==> src/hdl/sfdr_map.vh <==
// Constants for the host-side controller of a serial flash double-rate read.
// Assumes a 200 MHz system clock and a flash whose lines are resolved by the bench.
`ifndef SFDR_MAP_VH
`define SFDR_MAP_VH

// -----------------------------------------------------------------------------
// Register offsets
// -----------------------------------------------------------------------------
`define SFDR_REG_CTRL    5'h00
`define SFDR_REG_CFG     5'h04
`define SFDR_REG_ADDR    5'h08
`define SFDR_REG_COUNT   5'h0c
`define SFDR_REG_STATUS  5'h10
`define SFDR_REG_RXDATA  5'h14
`define SFDR_REG_CURADDR 5'h18

// -----------------------------------------------------------------------------
// Field positions
// -----------------------------------------------------------------------------
`define SFDR_CTRL_GO     0
`define SFDR_CTRL_ABORT  1
`define SFDR_CFG_WIDE    2
`define SFDR_CFG_EXT     3
`define SFDR_CFG_DUM_LSB 8
`define SFDR_CFG_MB_LSB  16

// -----------------------------------------------------------------------------
// Modes, opcodes, reset values, timing
// -----------------------------------------------------------------------------
`define SFDR_MODE_SINGLE 2'h0
`define SFDR_MODE_QUAD   2'h1
`define SFDR_MODE_DUAL   2'h2
`define SFDR_OPC_SINGLE  8'h0d
`define SFDR_OPC_SINGLE4 8'h0e
`define SFDR_OPC_DUAL    8'hbd
`define SFDR_OPC_DUAL4   8'hbe
`define SFDR_SKIP_NIB    4'ha
`define SFDR_DUMMY_RST   8'h08
`define SFDR_MBYTE_RST   8'hff
`define SFDR_HALF_CYC    4

`endif

==> src/hdl/sfdr_host.v <==
// Host controller issuing double-rate reads to a serial flash.
// Assumes the flash is on the far side of O_SCK/O_CS_N and the data lines;
// software talks over a plain strobe port with read data one cycle later.
//
// Implementation choices: the register addresses and strobed register access.
`timescale 1ns/10ps
`include "sfdr_map.vh"

module sfdr_host #(
    parameter HALF = `SFDR_HALF_CYC               // System clocks per half serial clock, >=4
) (
    input  wire        I_CLK,                     // System clock
    input  wire        I_ARST_N,                  // Async reset, active low
    input  wire [4:0]  I_ADDR,                    // Register byte address
    input  wire [31:0] I_WDATA,                   // Write data
    input  wire        I_WR,                      // Write strobe
    input  wire        I_RD,                      // Read strobe
    output reg  [31:0] O_RDATA,                   // Read data, cycle after I_RD
    output reg         O_CS_N,                    // Flash chip select, active low
    output reg         O_SCK,                     // Flash serial clock
    input  wire [3:0]  I_DQ,                      // Data lines in
    output reg  [3:0]  O_DQ,                      // Data lines out
    output reg  [3:0]  O_DQ_OE_N                  // Data line enables, low drives
);

    // -------------------------------------------------------------------------
    // States
    // -------------------------------------------------------------------------
    localparam [2:0] ST_IDLE  = 3'h0;             // Select high, waiting
    localparam [2:0] ST_SETUP = 3'h1;             // Select low, first edge pending
    localparam [2:0] ST_OPC   = 3'h2;             // Opcode phase
    localparam [2:0] ST_ADR   = 3'h3;             // Address phase
    localparam [2:0] ST_DUM   = 3'h4;             // Dummy and mode bits
    localparam [2:0] ST_DAT   = 3'h5;             // Data output from flash
    localparam [2:0] ST_DONE  = 3'h6;             // Select high guard beat

    localparam integer MID_I = HALF / 2 - 1;    // Output update point in half period
    localparam integer TOG_I = HALF - 1;        // Sample and edge point
    // Cut to the divider width on purpose
    localparam [7:0] MID_AT = MID_I[7:0];
    localparam [7:0] TOG_AT = TOG_I[7:0];

    // -------------------------------------------------------------------------
    // Helpers
    // -------------------------------------------------------------------------
    // Top bits of a shift word onto the lines for a lane width of 1, 2 or 4
    function [3:0] chunk;
        input [31:0] v;
        input [1:0]  lw;
        begin
            case (lw)
                2'h0:    chunk = {3'h0, v[31]};
                2'h1:    chunk = {2'h0, v[31:30]};
                default: chunk = v[31:28];
            endcase
        end
    endfunction

    // Enables for the lanes in use
    function [3:0] lanes_n;
        input [1:0] lw;
        begin
            case (lw)
                2'h0:    lanes_n = 4'he;
                2'h1:    lanes_n = 4'hc;
                default: lanes_n = 4'h0;
            endcase
        end
    endfunction

    // -------------------------------------------------------------------------
    // Declarations
    // -------------------------------------------------------------------------
    reg  [3:0]  dq_s1;                            // Synchroniser stage one
    reg  [3:0]  dq_s2;                            // Synchroniser stage two
    reg  [7:0]  div;                              // Half period divider
    reg  [2:0]  state;                            // Sequencer state
    reg  [8:0]  beat;                             // Beats left in phase
    reg  [31:0] sh;                               // Outgoing shift word
    reg  [1:0]  mb_left;                          // Mode beats still driven
    reg         skip;                             // Opcode skip active
    reg         got;                              // A data edge has passed
    reg  [7:0]  rxsh;                             // Incoming shift byte
    reg  [3:0]  rxcnt;                            // Bits in rxsh
    reg  [7:0]  rx_byte;                          // Last whole byte
    reg         rx_valid;                         // Byte waiting for software
    reg  [15:0] bytes_left;                       // Bytes still to read
    reg  [31:0] cur_addr;                         // Address of next byte
    reg  [1:0]  cfg_mode;                         // Line mode
    reg         cfg_wide;                         // Wide-address opcode
    reg         cfg_ext;                          // Extended address flag copy
    reg  [7:0]  cfg_dummy;                        // Dummy clocks
    reg  [7:0]  cfg_mbyte;                        // Mode byte for dual reads
    reg  [31:0] cfg_addr;                         // Start address
    reg  [15:0] cfg_count;                        // Byte count

    wire        busy   = (state != ST_IDLE);
    wire        mid    = (div == MID_AT);
    wire        tog    = (div == TOG_AT);
    wire        is_q   = (cfg_mode == `SFDR_MODE_QUAD);
    wire        is_d   = (cfg_mode == `SFDR_MODE_DUAL);
    wire [1:0]  lw     = is_q ? 2'h2 : (is_d ? 2'h1 : 2'h0);
    wire [2:0]  wbits  = 3'h1 << lw;
    wire [1:0]  opc_lw = is_q ? 2'h2 : 2'h0;
    wire [8:0]  opc_bt = is_q ? 9'h004 : 9'h010;
    wire        a32    = cfg_wide | cfg_ext;
    wire [8:0]  adr_bt = a32 ? (9'h020 >> lw) : (9'h018 >> lw);
    wire [31:0] adr_al = a32 ? cfg_addr : {cfg_addr[23:0], 8'h00};
    wire [7:0]  opcode = is_d ? (cfg_wide ? `SFDR_OPC_DUAL4 : `SFDR_OPC_DUAL)
                              : (cfg_wide ? `SFDR_OPC_SINGLE4 : `SFDR_OPC_SINGLE);
    wire [31:0] opc_w  = {opcode, 24'h000000};
    wire [31:0] mb_w   = {cfg_mbyte, 24'h000000};
    wire [3:0]  samp   = (lw == 2'h0) ? {3'h0, dq_s2[1]} :
                         ((lw == 2'h1) ? {2'h0, dq_s2[1:0]} : dq_s2);
    wire [7:0]  rx_nxt = (rxsh << wbits) | {4'h0, samp};
    wire [3:0]  rx_sum = rxcnt + {1'b0, wbits};
    wire        go     = I_WR && (I_ADDR == `SFDR_REG_CTRL) && I_WDATA[`SFDR_CTRL_GO] && !busy;
    wire        abort  = I_WR && (I_ADDR == `SFDR_REG_CTRL) && I_WDATA[`SFDR_CTRL_ABORT]
                         && (state == ST_DAT);
    wire        pop    = I_RD && (I_ADDR == `SFDR_REG_RXDATA);
    wire        run_ok = (state == ST_OPC) || (state == ST_ADR) || (state == ST_DUM) ||
                         ((state == ST_DAT) && !rx_valid);

    // -------------------------------------------------------------------------
    // Input synchroniser
    // -------------------------------------------------------------------------
    // Two flops; only the second is read by the data path
    always @(posedge I_CLK or negedge I_ARST_N) begin
        if (!I_ARST_N) begin
            dq_s1 <= 4'h0;
            dq_s2 <= 4'h0;
        end else begin
            dq_s1 <= I_DQ;
            dq_s2 <= dq_s1;
        end
    end

    // -------------------------------------------------------------------------
    // Serial clock divider
    // -------------------------------------------------------------------------
    // Free running; events simply fall where the sequencer needs them
    always @(posedge I_CLK or negedge I_ARST_N) begin
        if (!I_ARST_N) begin
            div <= 8'h00;
        end else begin
            div <= tog ? 8'h00 : div + 8'h01;
        end
    end

    // -------------------------------------------------------------------------
    // Configuration registers
    // -------------------------------------------------------------------------
    // Frozen while a read runs so the sequence cannot change mid-flight
    always @(posedge I_CLK or negedge I_ARST_N) begin
        if (!I_ARST_N) begin
            cfg_mode  <= `SFDR_MODE_SINGLE;
            cfg_wide  <= 1'b0;
            cfg_ext   <= 1'b0;
            cfg_dummy <= `SFDR_DUMMY_RST;
            cfg_mbyte <= `SFDR_MBYTE_RST;
            cfg_addr  <= 32'h00000000;
            cfg_count <= 16'h0001;
        end else if (I_WR && !busy) begin
            case (I_ADDR)
                `SFDR_REG_CFG: begin
                    cfg_mode  <= I_WDATA[1:0];
                    cfg_wide  <= I_WDATA[`SFDR_CFG_WIDE];
                    cfg_ext   <= I_WDATA[`SFDR_CFG_EXT];
                    cfg_dummy <= I_WDATA[`SFDR_CFG_DUM_LSB +: 8];
                    cfg_mbyte <= I_WDATA[`SFDR_CFG_MB_LSB +: 8];
                end
                `SFDR_REG_ADDR:  cfg_addr  <= I_WDATA;
                `SFDR_REG_COUNT: cfg_count <= I_WDATA[15:0];
                default: ;                        // Other offsets hold nothing here
            endcase
        end
    end

    // -------------------------------------------------------------------------
    // Read sequencer
    // -------------------------------------------------------------------------
    // Mid points update the lines, toggle points sample and make the edge
    always @(posedge I_CLK or negedge I_ARST_N) begin
        if (!I_ARST_N) begin
            state      <= ST_IDLE;
            beat       <= 9'h000;
            sh         <= 32'h00000000;
            mb_left    <= 2'h0;
            skip       <= 1'b0;
            got        <= 1'b0;
            rxsh       <= 8'h00;
            rxcnt      <= 4'h0;
            rx_byte    <= 8'h00;
            rx_valid   <= 1'b0;
            bytes_left <= 16'h0000;
            cur_addr   <= 32'h00000000;
            O_CS_N     <= 1'b1;
            O_SCK      <= 1'b0;
            O_DQ       <= 4'h0;
            O_DQ_OE_N  <= 4'hf;
        end else begin
            if (pop) begin
                rx_valid <= 1'b0;
            end
            if (go) begin
                state      <= ST_SETUP;
                O_CS_N     <= 1'b0;
                bytes_left <= cfg_count;
                cur_addr   <= cfg_addr;
            end else if (abort) begin
                state     <= ST_DONE;             // Select rises mid data
                O_CS_N    <= 1'b1;
                O_SCK     <= 1'b0;
                O_DQ_OE_N <= 4'hf;
            end else if (mid) begin
                case (state)
                    ST_SETUP: begin
                        if (skip && is_d) begin   // Address first
                            O_DQ      <= chunk(adr_al, lw);
                            O_DQ_OE_N <= lanes_n(lw);
                            sh        <= adr_al << wbits;
                            beat      <= adr_bt - 9'h001;
                            state     <= ST_ADR;
                        end else begin            // Full opcode
                            O_DQ      <= chunk(opc_w, opc_lw);
                            O_DQ_OE_N <= lanes_n(opc_lw);
                            sh        <= opc_w << (3'h1 << opc_lw);
                            beat      <= opc_bt - 9'h001;
                            state     <= ST_OPC;
                        end
                    end
                    ST_OPC: begin
                        if (beat == 9'h000) begin // Address on both edges
                            O_DQ      <= chunk(adr_al, lw);
                            O_DQ_OE_N <= lanes_n(lw);
                            sh        <= adr_al << wbits;
                            beat      <= adr_bt - 9'h001;
                            state     <= ST_ADR;
                        end else begin
                            beat <= beat - 9'h001;
                            if (!O_SCK) begin     // Opcode changes only before a rise
                                O_DQ <= chunk(sh, opc_lw);
                                sh   <= sh << (3'h1 << opc_lw);
                            end
                        end
                    end
                    ST_ADR: begin
                        if (beat == 9'h000) begin
                            beat  <= {cfg_dummy, 1'b0} - 9'h001;
                            state <= ST_DUM;
                            if (is_d) begin       // Mode byte, upper nibble first
                                O_DQ      <= chunk(mb_w, 2'h1);
                                O_DQ_OE_N <= 4'hc;
                                sh        <= mb_w << 2;
                                mb_left   <= (cfg_dummy > 8'h02) ? 2'h3 : 2'h1;
                                skip      <= (cfg_mbyte[7:4] == `SFDR_SKIP_NIB);
                            end else if (is_q) begin
                                O_DQ_OE_N <= 4'hf; // No mode bits here
                            end else begin
                                O_DQ      <= 4'h0; // Line 0 held low in dummy
                                O_DQ_OE_N <= 4'he;
                            end
                        end else begin
                            beat <= beat - 9'h001;
                            O_DQ <= chunk(sh, lw);
                            sh   <= sh << wbits;
                        end
                    end
                    ST_DUM: begin
                        if (beat == 9'h000) begin // Flash takes the lines
                            O_DQ_OE_N <= 4'hf;
                            got       <= 1'b0;
                            rxcnt     <= 4'h0;
                            state     <= ST_DAT;
                        end else begin
                            beat <= beat - 9'h001;
                            if (is_d && (mb_left != 2'h0)) begin
                                O_DQ    <= chunk(sh, 2'h1);
                                sh      <= sh << 2;
                                mb_left <= mb_left - 2'h1;
                            end else if (is_d) begin
                                O_DQ_OE_N <= 4'hf; // Released before turnaround
                            end
                        end
                    end
                    ST_DONE: begin
                        state <= ST_IDLE;         // Ready for next command
                    end
                    default: ;                    // Idle and data wait for toggles
                endcase
            end else if (tog && run_ok) begin
                // Stalls while a byte is unread; no edge means the flash holds
                if ((state == ST_DAT) && got) begin
                    if (rx_sum == 4'h8) begin
                        rx_byte    <= rx_nxt;
                        rx_valid   <= 1'b1;       // Set wins over a pop
                        rxcnt      <= 4'h0;
                        cur_addr   <= cur_addr + 32'h00000001;
                        bytes_left <= bytes_left - 16'h0001;
                        if (bytes_left == 16'h0001) begin
                            O_CS_N <= 1'b1;       // Last byte, end the read
                            state  <= ST_DONE;
                        end else begin
                            O_SCK <= ~O_SCK;
                        end
                    end else begin
                        rxsh  <= rx_nxt;
                        rxcnt <= rx_sum;
                        O_SCK <= ~O_SCK;
                    end
                end else begin
                    got   <= (state == ST_DAT);
                    O_SCK <= ~O_SCK;
                end
            end
        end
    end

    // -------------------------------------------------------------------------
    // Register read port
    // -------------------------------------------------------------------------
    // Registered, one cycle after the strobe; unmapped reads give zero
    always @(posedge I_CLK or negedge I_ARST_N) begin
        if (!I_ARST_N) begin
            O_RDATA <= 32'h00000000;
        end else if (I_RD) begin
            case (I_ADDR)
                `SFDR_REG_CFG:     O_RDATA <= {8'h00, cfg_mbyte, cfg_dummy, 4'h0,
                                               cfg_ext, cfg_wide, cfg_mode};
                `SFDR_REG_ADDR:    O_RDATA <= cfg_addr;
                `SFDR_REG_COUNT:   O_RDATA <= {16'h0000, cfg_count};
                `SFDR_REG_STATUS:  O_RDATA <= {29'h00000000, skip, rx_valid, busy};
                `SFDR_REG_RXDATA:  O_RDATA <= {24'h000000, rx_byte};
                `SFDR_REG_CURADDR: O_RDATA <= cur_addr;
                default:           O_RDATA <= 32'h00000000;
            endcase
        end else begin
            O_RDATA <= 32'h00000000;
        end
    end

endmodule // sfdr_host

==> config.mk <==
export PLATFORM = sky130hd
export DESIGN_NAME = sfdr_host
export DESIGN_NICKNAME = d
export VERILOG_FILES = /design/src/hdl/sfdr_host.v
export VERILOG_INCLUDE_DIRS = /design/src /design/src/hdl
export SDC_FILE = /design/constraint.sdc
export NUM_CORES = 1
export LEC_CHECK = 0
export BUFFER_PORTS_ARGS = -buffer_cell sky130_fd_sc_hd__buf_2
export CAP_MARGIN = 0
export CORE_ASPECT_RATIO = 1.25
export CORE_MARGIN = 5
export CORE_UTILIZATION = 62
export DETAILED_ROUTE_END_ITERATION = 10
export GPL_TIMING_DRIVEN = 0
export MAX_ROUTING_LAYER = met4
export PLACE_DENSITY_LB_ADDON = 0.3
export SYNTH_ARGS = -nofsm -noshare
export SYNTH_HDL_FRONTEND = slang
export SYNTH_SLANG_ARGS = --single-unit
==> constraint.sdc <==
create_clock -name I_CLK -period 4.4 [get_ports I_CLK]
set_input_delay 0.88 -clock I_CLK [delete_from_list [all_inputs] [get_ports I_CLK]]
set_output_delay 0.88 -clock I_CLK [all_outputs]
set_load 0.05 [all_outputs]
[Word level (Yosys, flattened, before mapping)]
Index checks and enable logic that the tools add are counted.
Storage, ports and cells
  word-level logic and storage cells: 269
  memories: 0
  memory bits (read-only): 0
  latch bits: 0
  output and inout bits: 42
  memory bits (writable): 0
  register bits: 243
Operators by class
  bitwise gates (word level): 7
  equality and inequality tests: 44
  magnitude comparators: 1
  reductions and logical operators: 58
  add/sub/neg operators: 9
  shift-type cells: 9
  divide/modulo/power cells: 0
  mux-type cells: 114
  $mul: 0
Operator list (count)
  $mux 32: 15
  $pmux 32 s6: 1
  $pmux 32 s4: 1
  $shl 32x3->32: 4
  $mux 16: 6
  $mux 4: 24
  $pmux 4 s2: 6
  $mux 9: 5
  $pmux 9 s4: 1
  $add 32x1->32 const B: 1
  $pmux 4 s4: 2
  $reduce_and 8->1: 4
  $mux 3: 10
  $reduce_and 6->1: 5
  $mux 1: 28
  $sub 9x1->9 const B: 3
  $mux 2: 10
  $reduce_bool 4->1: 5
  $reduce_bool 2->1: 9
  $eq 16x1->1 const B: 1
  $mux 8: 2
  $sub 16x1->16 const B: 1
  $eq 5x5->1 const B: 3
  $ne 5x4->1 const B: 3
  45 further kinds: 92

[Logic depth before layout (Yosys ltp)]
  depth after elaboration: 12
  depth in mapped cells: 16

[Least setup slack after synthesis]
Ideal clock, no wire load.
  path kind: reg2reg
  start: register cfg_mode[0]
  end: register cur_addr[27]
  data arrival time: 3.436 ns
  setup time: 0.069 ns
  slack: 0.895 ns
  buffers on the path: 4
  cell stages (with the launch flop): 16
  required time: 4.331 ns
  path through: dfrtp_1 inv_1 ha_1 buf_2 clkbuf_1 buf_1 xor2_1 ha_1 a21oi_1 xnor2_1 nor3_1 and3_1 buf_1 nand3_4 or3b_1 nand3_1
On the way
  longest elaborated chain between the ends: 8
  elaborated cells on any way between the ends: 9
  classes of those cells: add/sub: 1; eq/ne: 3; shift: 1; mux: 2; reduce/logical: 2
Ends and longest elaborated chain
  from (decl): line sfdr_host.v:89  | reg [1:0] cfg_mode;
  from (signal assigned): line sfdr_host.v:156  | cfg_mode <= `SFDR_MODE_SINGLE;
  from (signal assigned): line sfdr_host.v:166  | cfg_mode <= I_WDATA[1:0];
  $eq 2x2->1 (no source line)
  $mux 1: line sfdr_host.v:102  | wire [1:0] lw = is_q ? 2'h2 : (is_d ? 2'h1 : 2'h0);
  $mux 2 *: line sfdr_host.v:102
  $shl 1x2->3 *: line sfdr_host.v:103  | wire [2:0] wbits = 3'h1 << lw;
  $add 4x3->4 *: line sfdr_host.v:116  | wire [3:0] rx_sum = rxcnt + {1'b0, wbits};
  $eq 4x4->1 *: line sfdr_host.v:294  | if (rx_sum == 4'h8) begin
  $reduce_bool 2->1 (no source line) *
  $reduce_and 5->1 (no source line) *
  to (signal assigned): line sfdr_host.v:209  | cur_addr <= cfg_addr;
  to (signal assigned): line sfdr_host.v:298  | cur_addr <= cur_addr + 32'h00000001;
  to (decl): line sfdr_host.v:88  | reg [31:0] cur_addr;
Mark *: on every way between the ends. The rest lies on a longest branch, timed or not.
A chain may end at the register's enable or synchronous reset.

[Worst setup path after layout]
  start: register cfg_mode[0]
  end: register sh[15]
On the way
  longest elaborated chain between the ends: 7
  elaborated cells on any way between the ends: 22
  classes of those cells: eq/ne: 4; shift: 6; mux: 9; reduce/logical: 3
Ends and longest elaborated chain
  $eq 2x2->1 (no source line) / $eq 2x1->1 (equally long branches)
  $mux 1 / $mux 2 (equally long branches): line sfdr_host.v:102, sfdr_host.v:104
  $mux 2 / $shl 1x2->3 (equally long branches): line sfdr_host.v:102, sfdr_host.v:227, sfdr_host.v:243
  $shl 1x2->3 / $shl 32x3->32 (equally long branches): line sfdr_host.v:103, sfdr_host.v:243
  $shl 32x3->32, or another cell as far along: line sfdr_host.v:266  | sh <= sh << wbits;
  $mux 32 (on tied branches): line sfdr_host.v:248, sfdr_host.v:218, sfdr_host.v:233
  $pmux 32 s4: line sfdr_host.v:216  | case (state)
  to (signal assigned): line sfdr_host.v:221  | sh <= adr_al << wbits;
  to (signal assigned): line sfdr_host.v:254  | sh <= mb_w << 2;
  to (signal assigned): line sfdr_host.v:266
  to (decl): line sfdr_host.v:79  | reg [31:0] sh;
Parallel ways exist; a longest one is shown, timed or not. The select of a mux whose other input is x is not followed.

==> impl_metrics.csv <==
group,metric,value,unit
power,ir_worst_vdd,0.000336,V
cts,cts_setup_buffers,0,
finish,area_growth,10.8,%
cts,numCtsBuffers,25,
detailed_routing,top_layer_used,"met4",
logic_synthesis,syn_area_per_cell,9.48,sq um
logic_synthesis,yosysTopAreaCellShare,36.4,%
critical_path,path_max_fanout,10,
global_routing,antenna_found_initial,0,
placement,portBuffers,84,
finish,drive_gt1_share,19.1,%
critical_path,worst_setup_path_start_kind,"flip-flop",
worst_hold_path,min_path_type,"in -> async",
cts,clkTransAtPathRegs,60,ps
logic_synthesis,yosys.area.top_type,"dfrtp_1",
logic_synthesis,synth_area_leaders,"dfrtp_1 36%, mux2_2 7.6%, mux2i_1 7.0%, mux4_2 5.5%, nand2_1 4.5%",
finish,final_nets,1829,
logic_synthesis,yosysMostFrequentCell,"dfrtp_1",
die,die_w,152,um
detailed_routing,met2_wirelength,28500,um
logic_synthesis,syn_nets,1718,
finish,multiInputGateArea,0.00893,sq mm
global_routing,grt_pass1_vias,15218,
sta,post-route-min-period,4190,ps
critical_path,arrival,4660,ps
finish,regArea,0.00607,sq mm
cts,clk_path_buf_depth,3,
detailed_routing,via_per_inst,7.27,
detailed_routing,routed_wl,62100,um
cts,clock-root-buffer,"clkbuf_16",
global_routing,overflow,0,
critical_path,required,4870,ps
sta,skew,20.7,ps
logic_synthesis,synth_edf_count,0,
sta,worstMarginPinSlew,1220,ps
sta,final-setup-viol-count,0,
flow_run,timing.max_cap.violations,0,
placement,place.gp.congestion,1.08,
detailed_routing,routedWlPerCell,29.4,um
sta,hold_viol,0,
sta,max_freq,239,MHz
sta,post-route-worst-setup-slack,213,ps
die,rows,65,
die,start_util,62.5,%
cts,clock_latency,550,ps
logic_synthesis,ys_async_sr_fraction,100,%
placement,place_ws,-1070,ps
sta,slew_violations,0,
power,p_leak,7.47,nW
sta,grt_setup_unrepaired,"no",
global_routing,grt_max_degree,98,
die,fp.dieH,188,um
global_routing,grt_pass1_wl,93900,um
power,p_per_area,554,mW/mm^2
logic_synthesis,synth-seq-area-share,38.8,%
logic_synthesis,synth_common_cells,"228 x dfrtp_1, 188 x nand2_1, 145 x nor2_1, 110 x mux2i_1, 109 x a21oi_1",
detailed_routing,ant_nets,0,
cts,ctsHoldBuffers,0,
detailed_routing,wl_met1,21700,um
finish,num-fill-cells,1969,
run_status,outcome,"finished clean",
detailed_routing,vias,15390,
die,ios,87,
cts,cts.sink_count,242,
detailed_routing,first_pass_iters,8,
finish,final_util,69.3,%
cts,htreeDepth,1,
sta,min_period_over_period,95.2,%
detailed_routing,dr_wl_met3,6690,um
placement,hpwl,46000,um
critical_path,endpoint_kind,"flip-flop",
finish,n_antenna_cell,0,
detailed_routing,drc,0,
critical_path,path_class,"reg -> reg",
logic_synthesis,ys_seq_elements,242,
logic_synthesis,syn_area,0.0157,sq mm
die,dieArea,0.0285,sq mm
cts,post_cts_resized,1,
global_routing,grt_usage,43.7,%
logic_synthesis,synth_ff_type,"dfrtp_1",
sta,slew_headroom,18.6,%
logic_synthesis,synth.distinct_cells,87,
logic_synthesis,synth_warnings,0,
die,design.core.area,0.0250,sq mm
cts,cts_tree,"yes",
logic_synthesis,syn_inst,1651,
detailed_routing,drt_iter0_markers,2238,
## where the power goes
part | switching [mW] | internal (mW)
sequential | 0.544 | 2.56
clock | 0.931 | 1.17
combinational | 2.80 | 1.61
## layout by cell type (no fill, tap or decap), types with 9 or more instances in the layout
cell type,instances
and3_1,19
mux2i_1,110
dfstp_2,14
dfrtp_1,228
nor2b_1,10
nand3_1,40
mux2_2,105
inv_1,28
or3_1,10
ha_1,22
nand4_1,12
clkbuf_1,80
o221ai_1,26
clkbuf_16,25
xor2_1,12
mux4_2,38
o21ai_0,95
o211ai_1,10
nand2_1,188
nor4_1,17
a22oi_1,18
buf_2,117
o22ai_1,12
xnor2_1,36
a222oi_1,26
a31oi_1,13
nor2_1,145
a211oi_1,18
buf_1,9
a21oi_1,109
nor3_1,42
## metal layers
metal	track usage (%)	vias up
li1	-	6348
met4	28.6	0
met5	-	-
met1	53.1	7403
met2	67.6	1270
met3	7.18	369
## critical path: stages, from the launching register on
cell      delay, ps
dfrtp_1         380
inv_1           120
ha_1            410
clkbuf_1        440
buf_2           420
buf_2           400
buf_2           320
buf_1           710
nand2_1         110
a221oi_1        560
nor3_1          120
nor2_1          110
## registers in the layout, summed over array words and instances, names as in the netlist, 8 cells and up
signal / flops
O_RDATA: 32
cfg_addr: 32
cur_addr: 32
sh: 32
bytes_left: 16
cfg_count: 16
beat: 9
cfg_dummy: 8
cfg_mbyte: 8
div: 8
rx_byte: 8
rxsh: 8
## layout make-up
type	count	area share, %
tap	335	2.42
sequential	242	35.0
timing repair buffer	86	2.80
inverter	30	0.649
clock buffer	36	4.02
multi-input combinational	1254	51.5
clock inverter	10	0.548
buffer	123	3.07
## stage by stage
stage	power, mW	instances	setup TNS [ps]	hold WS (ps)	area, sq um
finish	9.62	2116	0	257	17300
floorplan	5.86	1651	0	331	15700
global placement	7.25	2070	-397390	335	16500
detailed placement	7.33	2072	-43200	340	16600
CTS	9.39	2116	0	295	17300
global route	9.96	2116	0	326	17300
## worst paths after layout
kind,startpoint,endpoint,slack [ps],depth (start not counted)
worst max-delay path,cfg_mode[0],sh[15],210,11
worst min-delay path,I_ARST_N,beat[5],260,1
worst max register to register,cfg_mode[0],sh[15],210,11
worst min register to register,dq_s1[3],dq_s2[3],350,0
max in group asynchronous,I_ARST_N,cfg_dummy[3],2870,3
min in group I_CLK,dq_s1[3],dq_s2[3],350,0
## cells by family (layout without fill, tap and decap cells)
group / Yosys count / in the layout / synth area share [%]
xor+xnor: 48 / 48 / 2.69
buf+inv: 155 / 285 / 4.15
compound gates: 388 / 388 / 16.1
simple gates: 543 / 543 / 16.5
fa+ha+maj: 22 / 22 / 1.76
flops: 242 / 242 / 38.8
mux: 253 / 253 / 20.1
Power figures use the tool's default switching activity.
